$ cat config.mk
export PLATFORM = sky130hd
export DESIGN_NAME = cfgws_top
export DESIGN_NICKNAME = d
export VERILOG_FILES = /design/src/cfgws_pkg.sv /design/src/cfgws_cell.sv /design/src/cfgws_top.sv
export VERILOG_INCLUDE_DIRS = /design/src
export SDC_FILE = /design/constraint.sdc
export NUM_CORES = 1
export LEC_CHECK = 0
export BUFFER_PORTS_ARGS = -buffer_cell sky130_fd_sc_hd__buf_2
export CAP_MARGIN = 20
export CORE_MARGIN = 4
export CORE_UTILIZATION = 42
export CTS_CLUSTER_DIAMETER = 60
export DETAILED_ROUTE_END_ITERATION = 7
export PLACE_DENSITY_LB_ADDON = 0.15
export SLEW_MARGIN = 15
export SYNTH_ARGS = -nofsm -noshare
export SYNTH_HDL_FRONTEND = slang
export SYNTH_SLANG_ARGS = --single-unit
$ cat constraint.sdc
create_clock -name I_CORE_CLK -period 1.35 [get_ports I_CORE_CLK]
set_input_delay 0.135 -clock I_CORE_CLK [delete_from_list [all_inputs] [get_ports I_CORE_CLK]]
set_output_delay 0.135 -clock I_CORE_CLK [all_outputs]
set_load 0.05 [all_outputs]
$ cat src/cfgws_consts.svh
// Purpose: Constants for the configuration word store
// Assumes: Included by the package and the design modules
// Notes: Offsets are program memory word addresses
`ifndef CFGWS_CONSTS_SVH
`define CFGWS_CONSTS_SVH
`define CFGWS_ADDR_W 14
`define CFGWS_WORD_W 14
`define CFGWS_CFG_ADDR 14'h2007
`define CFGWS_CFG_LO 14'h2000
`define CFGWS_CFG_HI 14'h3FFF
`define CFGWS_ERASED 14'h3FFF
`define CFGWS_IMPL_MASK 14'h31FF
`define CFGWS_CELL_ERASED 1'b1
`define CFGWS_CELL_PROG 1'b0
`define CFGWS_BG_HI 13
`define CFGWS_BG_LO 12
`define CFGWS_DPROT 8
`define CFGWS_CPROT 7
`define CFGWS_BOD 6
`define CFGWS_XRST 5
`define CFGWS_PWRUP 4
`define CFGWS_WDOG 3
`define CFGWS_OSC_HI 2
`define CFGWS_OSC_LO 0
`endif

$ cat src/cfgws_pkg.sv
// Purpose: Types for the configuration word store
// Assumes: cfgws_consts.svh holds the numbers
// Notes: Types only
`include "cfgws_consts.svh"
package cfgws_pkg;
  typedef logic [`CFGWS_WORD_W-1:0] cfgws_word_t;
  typedef logic [`CFGWS_ADDR_W-1:0] cfgws_addr_t;
  typedef enum logic [2:0] {
    CFGWS_RESET = 3'b001,
    CFGWS_LOAD = 3'b010,
    CFGWS_RUN = 3'b100
  } cfgws_state_t;
endpackage

$ cat src/cfgws_cell.sv
// Purpose: Nonvolatile-style storage of the configuration cells
// Assumes: Programming only clears cells; erase sets them all
// Notes: Read data come out of a register
`timescale 1ns/1ps
`include "cfgws_consts.svh"
module cfgws_cell (
  // Clock and reset
  input wire logic i_clk,
  input wire logic i_rst_n,
  // Write side
  input wire logic i_prog,
  input wire logic i_erase,
  input wire cfgws_pkg::cfgws_word_t i_wdata,
  // Read side
  output cfgws_pkg::cfgws_word_t o_rdata
);
  import cfgws_pkg::*;

  // Power-up state of an unwritten array; reset leaves it alone
  cfgws_word_t cell_q = `CFGWS_ERASED;
  cfgws_word_t cell_d, rd_q, rd_d;

  // =====================================================
  // Cell array
  always_comb begin
    cell_d = cell_q;
    if (i_erase) begin
      cell_d = `CFGWS_ERASED;
    end else if (i_prog) begin
      cell_d = cell_q & i_wdata;
    end
    rd_d = cell_d & `CFGWS_IMPL_MASK;
  end

  // Cells model flash: reset does not erase them, only the output register
  always_ff @(posedge i_clk) begin
    cell_q <= cell_d;
    if (!i_rst_n) begin
      rd_q <= `CFGWS_ERASED & `CFGWS_IMPL_MASK;
    end else begin
      rd_q <= rd_d;
    end
  end

  assign o_rdata = rd_q;
endmodule

$ cat src/cfgws_top.sv
// Purpose: Configuration word store with programming-mode access
// Assumes: Inputs synchronous to I_CORE_CLK; programmer drives address and strobes
// Notes: Latched word and fields change only across a reset
// Operation
// A never-programmed cell reads back as one.
// A programmed cell reads back as zero.
// The word lives at 2007h and is returned there in programming mode.
// The word lies outside user program memory; fetches never reach it.
// 2000h to 3FFFh is reachable only in programming mode.
// The word is latched during reset and held as static control outputs; the code latches it on the second rising edge after reset release.
`timescale 1ns/1ps
`include "cfgws_consts.svh"
module cfgws_top (
  // Clock and reset
  input wire logic I_CORE_CLK,
  input wire logic I_RST_N,
  // Programmer port
  input wire logic I_PROG_MODE,
  input wire cfgws_pkg::cfgws_addr_t I_PROG_ADDR,
  input wire logic I_PROG_WR,
  input wire logic I_PROG_ERASE,
  input wire logic I_PROG_RD,
  input wire cfgws_pkg::cfgws_word_t I_PROG_WDATA,
  output cfgws_pkg::cfgws_word_t O_PROG_RDATA,
  output logic O_PROG_RVALID,
  // Core fetch check
  input wire cfgws_pkg::cfgws_addr_t I_FETCH_ADDR,
  output logic O_FETCH_CFG_HIT,
  // Static configuration outputs
  output cfgws_pkg::cfgws_word_t O_CONFIG_WORD,
  output logic [1:0] O_BANDGAP_TRIM,
  output logic O_DATA_EEPROM_PROTECT,
  output logic O_PROGRAM_CODE_PROTECT,
  output logic O_BROWNOUT_DETECT_ENABLE,
  output logic O_EXTERNAL_RESET_PIN_ENABLE,
  output logic O_POWERUP_DELAY_ENABLE,
  output logic O_WATCHDOG_ENABLE_BIT,
  output logic [2:0] O_OSCILLATOR_SELECT_FIELD
);
  import cfgws_pkg::*;

  // =====================================================
  // Internal signals
  // Word seen on the config word and field outputs while reset holds: erased, unused bits clear
  localparam cfgws_word_t RST_WORD = `CFGWS_ERASED & `CFGWS_IMPL_MASK;

  cfgws_word_t cell_rdata;
  cfgws_state_t st_q;
  cfgws_state_t st_d;
  logic load_now;
  cfgws_word_t cfg_q;
  cfgws_word_t cfg_d;
  logic [1:0] bg_q;
  logic [1:0] bg_d;
  logic dprot_q;
  logic dprot_d;
  logic cprot_q;
  logic cprot_d;
  logic bod_q;
  logic bod_d;
  logic xrst_q;
  logic xrst_d;
  logic pwrup_q;
  logic pwrup_d;
  logic wdog_q;
  logic wdog_d;
  logic [2:0] osc_q;
  logic [2:0] osc_d;
  cfgws_word_t rdata_q;
  cfgws_word_t rdata_d;
  logic rvalid_q;
  logic rvalid_d;
  logic hit_q;
  logic hit_d;
  logic addr_above_lo;
  logic addr_below_hi;
  logic in_cfg_space;
  logic at_cfg_word;
  logic wr_ok;
  logic er_ok;
  logic rd_ok;

  // =====================================================
  // Address decode
  assign addr_above_lo = (I_PROG_ADDR >= `CFGWS_CFG_LO);
  assign addr_below_hi = (I_PROG_ADDR <= `CFGWS_CFG_HI);
  // Whole window gated by mode, so a running core never reaches it
  assign in_cfg_space = I_PROG_MODE && addr_above_lo && addr_below_hi;
  assign at_cfg_word = in_cfg_space && (I_PROG_ADDR == `CFGWS_CFG_ADDR);
  assign wr_ok = at_cfg_word && I_PROG_WR;
  // Bulk erase also needs programming mode
  assign er_ok = I_PROG_MODE && I_PROG_ERASE;
  assign rd_ok = in_cfg_space && I_PROG_RD;

  // =====================================================
  // Cell array
  cfgws_cell u_cell (
    .i_clk(I_CORE_CLK),
    .i_rst_n(I_RST_N),
    .i_prog(wr_ok),
    .i_erase(er_ok),
    .i_wdata(I_PROG_WDATA),
    .o_rdata(cell_rdata)
  );

  // =====================================================
  // Load sequencer
  always_comb begin
    st_d = st_q;
    load_now = 1'b0;
    case (st_q)
      CFGWS_RESET: begin
        st_d = CFGWS_LOAD;
      end
      CFGWS_LOAD: begin
        // Cell register has settled one cycle after reset release
        load_now = 1'b1;
        st_d = CFGWS_RUN;
      end
      CFGWS_RUN: begin
        st_d = CFGWS_RUN;
      end
      default: begin
        st_d = CFGWS_RESET;
      end
    endcase
  end

  always_ff @(posedge I_CORE_CLK) begin
    if (!I_RST_N) begin
      st_q <= CFGWS_RESET;
    end else begin
      st_q <= st_d;
    end
  end

  // =====================================================
  // Configuration word latch
  always_comb begin
    cfg_d = cfg_q;
    if (load_now) begin
      cfg_d = cell_rdata;
    end
  end

  always_ff @(posedge I_CORE_CLK) begin
    if (!I_RST_N) begin
      cfg_q <= RST_WORD;
    end else begin
      cfg_q <= cfg_d;
    end
  end

  // =====================================================
  // Field registers
  // Own flops per field keep every output a flop, not a slice of logic
  always_comb begin
    bg_d = bg_q;
    dprot_d = dprot_q;
    cprot_d = cprot_q;
    bod_d = bod_q;
    xrst_d = xrst_q;
    pwrup_d = pwrup_q;
    wdog_d = wdog_q;
    osc_d = osc_q;
    if (load_now) begin
      bg_d = cell_rdata[`CFGWS_BG_HI:`CFGWS_BG_LO];
      dprot_d = cell_rdata[`CFGWS_DPROT];
      cprot_d = cell_rdata[`CFGWS_CPROT];
      bod_d = cell_rdata[`CFGWS_BOD];
      xrst_d = cell_rdata[`CFGWS_XRST];
      pwrup_d = cell_rdata[`CFGWS_PWRUP];
      wdog_d = cell_rdata[`CFGWS_WDOG];
      osc_d = cell_rdata[`CFGWS_OSC_HI:`CFGWS_OSC_LO];
    end
  end

  always_ff @(posedge I_CORE_CLK) begin
    if (!I_RST_N) begin
      bg_q <= RST_WORD[`CFGWS_BG_HI:`CFGWS_BG_LO];
      dprot_q <= RST_WORD[`CFGWS_DPROT];
      cprot_q <= RST_WORD[`CFGWS_CPROT];
      bod_q <= RST_WORD[`CFGWS_BOD];
      xrst_q <= RST_WORD[`CFGWS_XRST];
      pwrup_q <= RST_WORD[`CFGWS_PWRUP];
      wdog_q <= RST_WORD[`CFGWS_WDOG];
      osc_q <= RST_WORD[`CFGWS_OSC_HI:`CFGWS_OSC_LO];
    end else begin
      bg_q <= bg_d;
      dprot_q <= dprot_d;
      cprot_q <= cprot_d;
      bod_q <= bod_d;
      xrst_q <= xrst_d;
      pwrup_q <= pwrup_d;
      wdog_q <= wdog_d;
      osc_q <= osc_d;
    end
  end

  // =====================================================
  // Programmer read path
  always_comb begin
    rdata_d = rdata_q;
    rvalid_d = 1'b0;
    if (rd_ok) begin
      rvalid_d = 1'b1;
      if (at_cfg_word) begin
        rdata_d = cell_rdata;
      end else begin
        // Other config locations are not modelled; they read as erased
        rdata_d = `CFGWS_ERASED;
      end
    end
  end

  always_ff @(posedge I_CORE_CLK) begin
    if (!I_RST_N) begin
      rdata_q <= `CFGWS_ERASED;
      rvalid_q <= 1'b0;
    end else begin
      rdata_q <= rdata_d;
      rvalid_q <= rvalid_d;
    end
  end

  // =====================================================
  // Core fetch check
  always_comb begin
    // Config space sits above user memory, so a fetch there is flagged
    hit_d = (I_FETCH_ADDR >= `CFGWS_CFG_LO);
  end

  always_ff @(posedge I_CORE_CLK) begin
    if (!I_RST_N) begin
      hit_q <= 1'b0;
    end else begin
      hit_q <= hit_d;
    end
  end

  // =====================================================
  // Outputs, all straight from flip-flops
  // Programming later does not change the config word and fields until the next reset
  assign O_CONFIG_WORD = cfg_q;
  assign O_BANDGAP_TRIM = bg_q;
  assign O_DATA_EEPROM_PROTECT = dprot_q;
  assign O_PROGRAM_CODE_PROTECT = cprot_q;
  assign O_BROWNOUT_DETECT_ENABLE = bod_q;
  assign O_EXTERNAL_RESET_PIN_ENABLE = xrst_q;
  assign O_POWERUP_DELAY_ENABLE = pwrup_q;
  assign O_WATCHDOG_ENABLE_BIT = wdog_q;
  assign O_OSCILLATOR_SELECT_FIELD = osc_q;
  assign O_PROG_RDATA = rdata_q;
  assign O_PROG_RVALID = rvalid_q;
  assign O_FETCH_CFG_HIT = hit_q;
endmodule

==> Yosys cells after proc, flatten, opt, wreduce, memory -nomap -nowiden <==
Cells that the tools add are included.
{ "totals": {"register_bits": 72, "in_bits": 48, "output_inout_bits": 41, "elab_cells": 38} }
{ "classes": {"magnitude_cmp": 3, "eq_ne": 4, "muxes": 6, "bitwise_logic": 1, "n_reduce_logical": 7} }
{ "op_table": {"columns": ["op", "count"], "rows": [
  ["14-bit two-way mux", 3],
  ["14-bit >= comparator (second input constant)", 2],
  ["14-bit AND", 1],
  ["14-bit == test (second input constant)", 1],
  ["14-bit <= comparator (second input constant)", 1],
  ["1-bit logical AND", 6],
  ["3-bit case mux with 2 select lines", 1],
  ["3-bit by 1-bit == test with 1-bit output (second input constant)", 1],
  ["3-bit by 2-bit == test with 1-bit output (second input constant)", 1],
  ["3-bit == test (second input constant)", 1],
  ["1-bit two-way mux", 2],
  ["2-bit OR reduction", 1]
]} }

==> Logic depth before layout (Yosys ltp) <==
Gate-level depths: netlist of the first run.
{ "depth": {"depth_word": 7, "mapped_depth": 5, "depth_no_buf": 3} }

==> By module <==
From an unflattened synthesis of the first run, not the netlist that was laid out.
{ "unflattened": {"cells_unflattened": 190, "hier_area_um2": 2050.7} }
{ "by_module_without_submodules": {"columns": ["mod", "n_inst", "cells_per_inst", "area_per_inst_um2", "seq_area_each_um2"], "rows": [
  ["cfgws_top", 1, 127, 1290.0, 660.6],
  ["cfgws_cell", 1, 63, 760.7, 440.4]
]} }

==> Worst setup path before layout of the first run <==
Ideal clock, no wire load.
{ "synth_path": {"path_kind": "input-to-reg", "startpoint": "input I_PROG_ADDR[6]", "endpoint": "register rdata_q[0], in the netlist O_PROG_RDATA[0]", "setup_ns": 0.141, "t_arrival_ns": 1.266, "required_ns": 1.209, "slack_ns": -0.057, "stages": 4, "n_path_buf": 1, "cell_sequence": "or4_4 > nor4_4 > buf_4 > o211ai_1"} }
{ "synth_between": {"elab_chain_len": 5, "elab_cells_between_ends": 8, "classes_between": "order compare (2); eq/ne (1); mux (1); reduce/logical (4)"} }
{ "synth_rtl": {"columns": ["element", "line", "rtl"], "rows": [
  ["start, declared", "cfgws_top.sv:19", "input wire cfgws_pkg::cfgws_addr_t I_PROG_ADDR,"],
  ["14-bit >= comparator (no source line)", null, null],
  ["1-bit logical AND (2 in series)", "cfgws_top.sv:88", "assign in_cfg_space = I_PROG_MODE && addr_above_lo && addr_below_hi;"],
  ["1-bit logical AND", "cfgws_top.sv:89", "assign at_cfg_word = in_cfg_space && (I_PROG_ADDR == `CFGWS_CFG_ADDR);"],
  ["14-bit two-way mux", "cfgws_top.sv:207", "if (at_cfg_word) begin"],
  ["end signal, assigned", "cfgws_top.sv:218", "rdata_q <= `CFGWS_ERASED;"],
  ["end signal, assigned", "cfgws_top.sv:221", "rdata_q <= rdata_d;"],
  ["end, declared", "cfgws_top.sv:69", "cfgws_word_t rdata_q;"]
]} }
Several ways; a longest one is shown, not always the timed one.
A chain may end at the register's enable or synchronous reset.

==> Final worst setup path of the first run <==
{ "layout_path": {"startpoint": "input I_PROG_ADDR[4]", "endpoint": "register u_cell.rd_q[4], in the netlist u_cell.o_rdata[4]"} }
{ "layout_between": {"elab_chain_len": 7, "elab_cells_between_ends": 9, "classes_between": "order compare (2); eq/ne (1); mux (2); reduce/logical (4)"} }
{ "layout_rtl": {"columns": ["element", "line", "rtl"], "rows": [
  ["14-bit >= comparator (no source line)", null, null],
  ["1-bit logical AND (2 in series)", "cfgws_top.sv:88", null],
  ["1-bit logical AND (*)", "cfgws_top.sv:89", null],
  ["1-bit logical AND (*)", "cfgws_top.sv:90", "assign wr_ok = at_cfg_word && I_PROG_WR;"],
  ["14-bit two-way mux (*)", "cfgws_cell.sv:29", "end else if (i_prog) begin"],
  ["14-bit two-way mux (*)", "cfgws_cell.sv:27", "if (i_erase) begin"],
  ["end signal, assigned", "cfgws_cell.sv:39", "rd_q <= `CFGWS_ERASED & `CFGWS_IMPL_MASK;"],
  ["end signal, assigned", "cfgws_cell.sv:41", "rd_q <= rd_d;"],
  ["end, declared", "cfgws_cell.sv:21", "cfgws_word_t cell_d, rd_q, rd_d;"]
]} }
Mark *: on every way between the ends. The rest lies on a longest branch, timed or not.

==> flow_summary_export.csv, run 1 <==
group,metric,value,unit
floorplanning,rows,24,
power_and_ir_drop,total_power,0.00333,W
synthesis,yosysWarnings,0,
place,dp_hpwl,2920,um
drt,first_pass_iters,4,
place,gp_congestion,0.719,
critical_path,crit_type,"input pin to flop",
drt,wl,4140,um
layout,instances_no_fill,331,
clock_tree,cts_max_path_buffers,2,
place,dp.cells,323,
critical_path,cp_data_required_time,1.54,ns
drt,routed_via_density,4.77,
layout,drive_above_1_share,34.1,%
critical_path,rrSetupSlack,0.20,ns
clock_tree,tritoncts,"yes",
synthesis,ys_async_sr_fraction,0,%
clock_tree,post-cts-setup-buffers,0,
layout,layout_commonest_cell,"buf_2",
layout,fin_nets,326,
clock_tree,path_clk_slew,0.08,ns
clock_tree,cts_root_buffer,"clkbuf_8",
timing,fin_skew,0.00583,ns
power_and_ir_drop,leakagePower,1.09,nW
synthesis,synth_edf_count,0,
place,port_buffers,69,
critical_path,crit_path_top_delay_cell,"or4bb_4",
layout,fill_cells,451,
critical_path,path_cells,"buf_2 > or4bb_4 > nor4_4 > buf_12 > a21oi_1",
place,place_area,0.00232,mm^2
flow_run,drv_cap,0,
grt,grt.total_usage,14.0,%
timing,final-hold-violation-count,0,
grt,grt_pass1_wl,6700,um
clock_tree,clock-sinks,50,
timing,setup_violations,0,
timing,rsz0062_at_grt,"false",
timing,setup_ws,0.151,ns
synthesis,syn_area,0.00201,mm^2
floorplanning,start_util,44.6,%
synthesis,synth_top_area_cell,"dfxtp_1",
grt,antenna_found_initial,0,
floorplanning,fp.dieH,77.2,um
floorplanning,pin_count,89,
critical_path,cp_max_fo,22,
synthesis,synth_flop_cell,"dfxtp_1",
min_path,hp-class,"input pin to flop",
timing,min_period,1.20,ns
status,status,"finished, final reports clean",
drt,drc,0,
synthesis,ys_seq_elements,50,
power_and_ir_drop,powerDensity,1370,mW/mm^2
critical_path,cp_data_arrival_time,1.38,ns
clock_tree,numCtsBuffers,5,
floorplanning,die_w,77.2,um
clock_tree,worstSkewPairLatency,0.30,ns
clock_tree,htreeDepth,2,
critical_path,path_buf_inv,2,
drt,wl_per_cell,12.5,um
layout,syn_to_final_growth,20.9,%
critical_path,end_kind,"flop",
critical_path,cp_slowest_stage_delay,0.54,ns
synthesis,postSynthCellCount,224,
layout,final_cell_mix,"69 x buf_2, 50 x dfxtp_1, 46 x nor2_1, 23 x nand2_1, 17 x a21oi_1",
drt,ant_nets,0,
place,dp_slack,-0.155,ns
synthesis,synthTopCellsByArea,"dfxtp_1 50%, nor2_1 8.6%, buf_4 7.1%",
grt,grt.overflow.total,0,
grt,grt_start_max_net_pins,26,
timing,finalCritPeriodShare,88.8,%
floorplanning,die_area,0.00596,mm^2
synthesis,syn_avg_cell_area,8.97,um^2
critical_path,start_kind,"input pin",
timing,drv_slew,0,
synthesis,ys_types,27,
layout,diodes,0,
grt,grt_pass1_vias,1412,
critical_path,crit_family,"simple AND/OR/NAND/NOR gates",
timing,fmax,834,MHz
floorplanning,core_area,0.00450,mm^2
drt,drt_iter0_drc,103,
layout,post-route-cell-area,0.00243,mm^2
synthesis,synth_top_cell_area_share,49.8,%
drt,via_count,1579,
timing,fin_tns_setup,0,ns
power_and_ir_drop,ir_drop,0.743,mV
clock_tree,cts-hold-fix-buffers,0,
synthesis,seq_area_frac_synth,49.8,%
## sequential cells by signal, indices dropped and copies added, names as in the netlist
signal,flops
O_BANDGAP_TRIM,2
u_cell.cell_q,11
O_CONFIG_WORD,7
O_PROG_RDATA,12
u_cell.o_rdata,11
O_OSCILLATOR_SELECT_FIELD,2
st_q,3
O_FETCH_CFG_HIT,1
O_PROG_RVALID,1
## kinds of logic after synthesis
| family | share of synthesized area (%) |
|---|---|
| AND/OR/NAND/NOR | 22.6 |
| flip-flops | 49.8 |
| AO/OA/AOI/OAI | 11.3 |
| buffers and inverters | 10.1 |
| multiplexers | 5.48 |
| XOR/XNOR | 0.436 |
| other | 0.187 |
## worst reg2reg max path, cell delays in order (launching register included)
cell and delay [ns]:
dfxtp_1 0.38, or3b_4 0.48, nand2_1 0.10, nand3_1 0.08
## path summary, 6_finish.rpt
path / endpoint / cells past startpoint / startpoint
max reg2reg: O_CONFIG_WORD[5] / 3 / st_q[1]
min reg2reg: O_CONFIG_WORD[7] / 2 / u_cell.o_rdata[7]
max: u_cell.o_rdata[4] / 5 / I_PROG_ADDR[4]
min: O_FETCH_CFG_HIT / 2 / I_FETCH_ADDR[13]
## synth_stat cells, drive strengths merged (8+ instances only)
library cell / number
nor2: 46
a21oi: 23
o211ai: 11
buf: 22
nand3: 12
clkbuf: 8
mux2i: 11
dfxtp: 50
nand2: 23
## power by group
group	switching [W]	internal, W
Clock	0.000464	0.000555
Sequential	0.0000485	0.00154
Combinational	0.000532	0.000191
## final cells by class
class / count / area, um^2 / area share (%)
inverters: 1 / 3.75 / 0.154
clock buffers: 7 / 76.3 / 3.14
clock inverters: 1 / 30.0 / 1.24
flip-flops and latches: 50 / 1000 / 41.2
multi-input cells: 145 / 826 / 34.0
well taps: 52 / 65.1 / 2.68
repair buffers: 75 / 428 / 17.6
## metal layers
layer  GRT usage [%]  part of all wire (%)  wire [um]
met1            18.8                    46       1890
met2            21.2                    45       1880
met3            3.86                   7.5        312
met4            5.34                   1.4         57
met5               0                     0          0
## through the flow
stage                     hold slack (ns)  utilization, %
final                              0.0336            53.9
after global routing               0.0374            53.9
after CTS                          0.0246            53.9
after detailed placement            0.341            51.5
after global placement              0.336            51.5
after floorplan                     0.257               -
## what timing repair did
action	in CTS	in global routing
gates resized for setup	0	1
endpoints found under the setup margin	0	8
hold endpoints to repair	0	0
Power figures use the tool's default switching activity.
==> run 2, diff against run 1 <==
--- a/config.mk
+++ b/config.mk
@@ -9,7 +9,8 @@
 export BUFFER_PORTS_ARGS = -buffer_cell sky130_fd_sc_hd__buf_2
 export CAP_MARGIN = 20
 export CORE_MARGIN = 4
-export CORE_UTILIZATION = 42
+export CORE_UTILIZATION = 44
+export CTS_BUF_LIST = sky130_fd_sc_hd__clkbuf_4
 export CTS_CLUSTER_DIAMETER = 60
 export DETAILED_ROUTE_END_ITERATION = 7
 export PLACE_DENSITY_LB_ADDON = 0.15
==> run 2 against run 1 <==
  * Wire length decreased by 3.7%
  * Worst setup slack lost 0.072 ns
  * Hold slack barely moved
  * Critical endpoint is now O_BANDGAP_TRIM[1]
  * Largest cell class unchanged
  * Largest power group unchanged
==> flow_summary_export.csv, run 2 (synthesized netlist as in run 1, its figures left out) <==
group,metric,value,unit
status,status,"finished, final reports clean",
grt,grt.total_usage,13.8,%
min_path,hp-class,"input pin to flop",
grt,grt_pass1_vias,1347,
drt,routed_via_density,4.77,
clock_tree,clock-sinks,50,
critical_path,start_kind,"flop",
drt,ant_nets,0,
critical_path,cp_slowest_stage_delay,0.58,ns
timing,final-hold-violation-count,0,
critical_path,reg2reg_to,"O_BANDGAP_TRIM[1]",
grt,grt_pass1_wl,6030,um
grt,antenna_found_initial,0,
clock_tree,tritoncts,"yes",
critical_path,crit_path_top_delay_cell,"or3b_2",
floorplanning,die_w,75.6,um
critical_path,regToRegStartpoint,"st_q[1]",
clock_tree,cts_root_buffer,"clkbuf_4",
place,port_buffers,69,
timing,rsz0062_at_grt,"false",
critical_path,cp_max_fo,11,
critical_path,cp_data_required_time,1.59,ns
layout,final_util,54.9,%
clock_tree,cts_max_path_buffers,2,
grt,grt.overflow.total,0,
power_and_ir_drop,leakagePower,1.08,nW
clock_tree,post-cts-setup-buffers,0,
clock_tree,path_clk_slew,0.14,ns
timing,fin_skew,0.00799,ns
layout,layout_commonest_cell,"buf_2",
layout,fin_nets,327,
layout,fill_cells,417,
drt,drt_iter0_drc,82,
layout,drive_above_1_share,34.4,%
timing,finalCritPeriodShare,94.1,%
drt,via_count,1580,
critical_path,rrSetupSlack,0.08,ns
drt,drc,0,
critical_path,end_kind,"flop",
critical_path,crit_type,"flop to flop",
flow_run,drv_cap,0,
drt,wl,3980,um
timing,drv_slew,0,
layout,largest_register_ffs,12,
floorplanning,fp.dieH,75.6,um
clock_tree,numCtsBuffers,5,
layout,diodes,0,
power_and_ir_drop,powerDensity,1310,mW/mm^2
floorplanning,core_area,0.00438,mm^2
min_path,min_to,"u_cell.cell_q[6]",
min_path,min_delay_path_depth,3,
layout,final_cell_mix,"69 x buf_2, 50 x dfxtp_1, 46 x nor2_1, 23 x nand2_1, 17 x a21oi_1",
power_and_ir_drop,ir_drop,0.535,mV
timing,setup_violations,0,
critical_path,r2r_cells,3,
floorplanning,die_area,0.00571,mm^2
place,gp_congestion,0.719,
critical_path,cp_data_arrival_time,1.51,ns
floorplanning,pin_count,89,
clock_tree,htreeDepth,2,
drt,wl_per_cell,12.0,um
timing,whs,0.0337,ns
critical_path,path_cells,"or3b_2 > nand2_1 > nand3_1",
layout,syn_to_final_growth,19.8,%
drt,first_pass_iters,4,
min_path,holdCritStartpoint,"I_PROG_WDATA[6]",
timing,min_period,1.27,ns
floorplanning,start_util,45.8,%
timing,fmax,787,MHz
clock_tree,worstSkewPairLatency,0.35,ns
grt,grt_start_max_net_pins,26,
floorplanning,rows,24,
place,dp_hpwl,2850,um
==> run 2: changes by cell type in the layout (fill, tap and decap cells not counted) <==
cell / delta
clkbuf_8: -5
dlygate4sd3_1: +1
clkinv_4: +1
or3b_4: -1
or3b_2: +1
clkbuf_4: +5
clkbuf_1: -2
==> run 2: routing by layer <==
metal	vias to the layer above	GRT usage, %	wire length [um]
met1	693	17.9	1860
met3	2	3.56	279
li1	841	-	-
met2	44	22.1	1810
met5	-	0	0
met4	0	5.24	27
==> run 2: worst max-delay path, delay by kind of cell (launching register included) <==
family / cells / cell delay (ns)
AND/OR/NAND/NOR: 3 / 0.77
flip-flops: 1 / 0.39
==> run 2: report_power, final <==
| part | internal [W] | switching, W |
|---|---|---|
| Combinational | 0.000189 | 0.000529 |
| Clock | 0.000384 | 0.000457 |
| Sequential | 0.00154 | 0.0000438 |
==> run 2: what timing repair did <==
action	CTS	global route
hold buffers	1	0
endpoints found under the hold margin	1	0
resized for setup	0	0
==> run 2: worst max path at each step <==
stage | startpoint | end | slack, ns
floorplan | I_PROG_ADDR[4] | u_cell.cell_q[12] | -0.02
global placement | I_PROG_ADDR[4] | u_cell.o_rdata[3] | -0.14
detailed placement | I_PROG_ADDR[4] | u_cell.o_rdata[13] | -0.17
CTS | st_q[1] | O_CONFIG_WORD[6] | 0.07
global route | st_q[1] | O_CONFIG_WORD[8] | 0.01
finish | st_q[1] | O_BANDGAP_TRIM[1] | 0.08
==> run 2: layout make-up <==
class                           instances  area [um^2]  share of cell area (%)
Clock buffer                            5         37.5                    1.56
Sequential cell                        50         1000                    41.6
Inverter                                1         3.75                   0.156
Timing Repair Buffer                   76          438                    18.2
Multi-Input combinational cell        145          823                    34.2
Tap cell                               52         65.1                    2.70
Clock inverter                          2         38.8                    1.61
==> run 2: metrics by stage <==
step / instances / instance area (um^2) / total power [W] / TNS [ns] / setup slack (ns)
after floorplan: 226 / 2030 / 0.00223 / -0.431 / -0.0230
after global placement: 323 / 2320 / 0.00234 / -4.47 / -0.145
after detailed placement: 323 / 2320 / 0.00234 / -4.87 / -0.173
after CTS: 331 / 2410 / 0.00318 / 0 / 0.0659
after global routing: 331 / 2410 / 0.00329 / 0 / 0.0114
final: 331 / 2410 / 0.00315 / 0 / 0.0791
==> run 3, diff against run 2 <==
--- a/config.mk
+++ b/config.mk
@@ -14,6 +14,7 @@
 export CTS_CLUSTER_DIAMETER = 60
 export DETAILED_ROUTE_END_ITERATION = 7
 export PLACE_DENSITY_LB_ADDON = 0.15
+export REMOVE_ABC_BUFFERS = 1
 export SLEW_MARGIN = 15
 export SYNTH_ARGS = -nofsm -noshare
 export SYNTH_HDL_FRONTEND = slang
==> run 3 against run 2 <==
  * Cell count rose by 1.2%
  * Hold slack gained 0.0091 ns
  * Sequential power hardly changed
  * Maximum frequency is 8.7% higher
  * Clock power shrank 22%
  * Critical endpoint is now O_PROG_RDATA[11]
  * Combinational power rose by 2%
  * Sequential cell count did not move
  * Utilization fell by 0.49 points
  * Global-route usage grew 1.4 points
  * Clock-buffer cell count increased by 1
  * Sequential share of layout area rose by 0.37 points
  * Cell area fell by 0.88%
==> flow_summary_export.csv, run 3 (synthesized netlist as in run 1, its figures left out) <==
group,metric,value,unit
status,status,"finished, final reports clean",
power_and_ir_drop,power.internal,0.00196,W
critical_path,end_kind,"primary output",
floorplanning,die_w,75.6,um
drt,drt_iter0_drc,91,
power_and_ir_drop,leakagePower,1.09,nW
critical_path,start_kind,"flop",
critical_path,r2r_cells,3,
drt,ant_nets,0,
critical_path,regToRegStartpoint,"st_q[1]",
timing,finalCritPeriodShare,86.6,%
clock_tree,numCtsBuffers,5,
power_and_ir_drop,p_clk_share,22.0,%
grt,grt_pass1_vias,1503,
clock_tree,worstSkewPairLatency,0.36,ns
floorplanning,core_area,0.00438,mm^2
critical_path,crit_type,"flop to primary output",
critical_path,path_buf_inv,1,
min_path,min_to,"u_cell.cell_q[6]",
timing,drv_slew,0,
timing,fin_tns_setup,0,ns
critical_path,cp_max_fo,4,
critical_path,crit_path_top_delay_cell,"dfxtp_1",
drt,wl,4180,um
clock_tree,path_clk_slew,0.13,ns
drt,wl_per_cell,12.5,um
grt,grt_start_max_net_pins,26,
min_path,holdCritStartpoint,"I_PROG_WDATA[6]",
grt,grt.total_usage,15.2,%
timing,min_period,1.17,ns
place,gp_congestion,0.664,
clock_tree,tritoncts,"yes",
clock_tree,cts_max_path_buffers,2,
clock_tree,clock-sinks,50,
drt,routed_via_density,4.88,
power_and_ir_drop,powerDensity,1250,mW/mm^2
layout,fin_nets,330,
layout,drive_above_1_share,33.9,%
timing,fmax,855,MHz
layout,largest_register_ffs,12,
place,dp_hpwl,3090,um
critical_path,reg2reg_to,"O_CONFIG_WORD[5]",
clock_tree,htreeDepth,2,
layout,fill_cells,446,
critical_path,crit_family,"flip-flops",
place,port_buffers,69,
layout,seqCellArea,0.00100,mm^2
timing,final-hold-violation-count,0,
clock_tree,cts_root_buffer,"clkbuf_4",
power_and_ir_drop,ir_drop,0.521,mV
critical_path,cp_slowest_stage_delay,0.39,ns
timing,setup_violations,0,
critical_path,cp_data_required_time,1.22,ns
min_path,hp-class,"input pin to flop",
grt,grt.overflow.total,0,
drt,drc,0,
flow_run,drv_cap,0,
power_and_ir_drop,p_switching,0.00102,W
layout,final_cell_mix,"69 x buf_2, 50 x dfxtp_1, 46 x nor2_1, 23 x nand2_1, 19 x a21oi_1",
floorplanning,die_area,0.00571,mm^2
layout,multi_input_area,815,um^2
floorplanning,pin_count,89,
critical_path,path_cells,"buf_2",
place,dp_slack,-0.206,ns
floorplanning,start_util,45.8,%
floorplanning,rows,24,
min_path,min_delay_path_depth,3,
timing,rsz0062_at_grt,"false",
drt,first_pass_iters,4,
power_and_ir_drop,power.share.switching,34.2,%
layout,diodes,0,
layout,layout_commonest_cell,"buf_2",
critical_path,rrSetupSlack,0.21,ns
critical_path,cp_data_arrival_time,1.03,ns
timing,setup_ws,0.180,ns
drt,via_count,1635,
floorplanning,fp.dieH,75.6,um
grt,antenna_found_initial,0,
power_and_ir_drop,total_power,0.00297,W
layout,syn_to_final_growth,18.7,%
grt,grt_pass1_wl,6640,um
power_and_ir_drop,combPwrFrac,24.6,%
power_and_ir_drop,p_seq_share,53.4,%
timing,fin_skew,0.00400,ns
-- run 3: cell count changes in the layout (fill, tap and decap cells not counted) --
cell       delta
or3b_4        +1
buf_12        -1
clkinv_1      +1
clkinv_2      +1
a21oi_2       -2
clkinv_4      -1
buf_4         +4
bufinv_16     -1
clkbuf_4      +1
or3b_2        -1
or4bb_4       -1
or4bb_1       +1
a21oi_1       +2
-- run 3: power groups by stage --
| stage | logic, W | registers (W) | clock network, W |
|---|---|---|---|
| 5_1_grt | 0.000786 | 0.00160 | 0.000758 |
| 3_3_place_gp | 0.000729 | 0.00162 | 0 |
| 4_1_cts | 0.000735 | 0.00159 | 0.000693 |
| 3_5_place_dp | 0.000731 | 0.00162 | 0 |
| 2_1_floorplan | 0.000193 | 0.00195 | 0 |
| 6_report | 0.000731 | 0.00159 | 0.000654 |
-- run 3: per-layer routing --
layer	part of all wire (%)	wire length [um]	track usage, %
met5	0	0	0
met1	45	1870	18.9
met2	46	1930	25.2
met4	1.5	61	5.83
met3	7.5	315	4.22
-- run 3: cell type report --
class,count,share of cell area (%)
clock inverter,2,0.367
clock buffer,6,1.89
multi-input combinational,145,34.1
inverter,1,0.157
timing repair buffer,79,18.8
sequential,50,42.0
tap,52,2.73
-- run 3: stage by stage --
| stage | util, % | cell area (um^2) | cells | hold WS [ns] |
|---|---|---|---|---|
| 5_1_grt | 54.4 | 2390 | 335 | 0.0274 |
| 3_5_place_dp | 52.9 | 2320 | 326 | 0.342 |
| 3_3_place_gp | 52.9 | 2320 | 326 | 0.342 |
| 2_1_floorplan | - | 1820 | 196 | 0.207 |
| 6_report | 54.4 | 2390 | 335 | 0.0428 |
| 4_1_cts | 54.4 | 2380 | 335 | 0.0207 |
-- run 3: timing repair --
item	in CTS	in global routing
setup endpoints to repair	0	3
gates resized for setup	0	1
hold buffers	1	0
hold endpoints to repair	1	0
buffers inserted	0	0
-- run 3: worst max path at each step --
stage | slack [ns] | cells past startpoint | endpoint | from
floorplan | -0.40 | 3 | u_cell.cell_q[6] | I_PROG_ADDR[6]
global placement | -0.18 | 5 | u_cell.o_rdata[1] | I_PROG_ADDR[6]
detailed placement | -0.21 | 5 | u_cell.o_rdata[8] | I_PROG_ADDR[6]
CTS | 0.05 | 3 | O_CONFIG_WORD[4] | st_q[1]
global route | 0.08 | 1 | O_PROG_RDATA[10] | O_PROG_RDATA[11]
finish | 0.18 | 1 | O_PROG_RDATA[11] | O_PROG_RDATA[11]
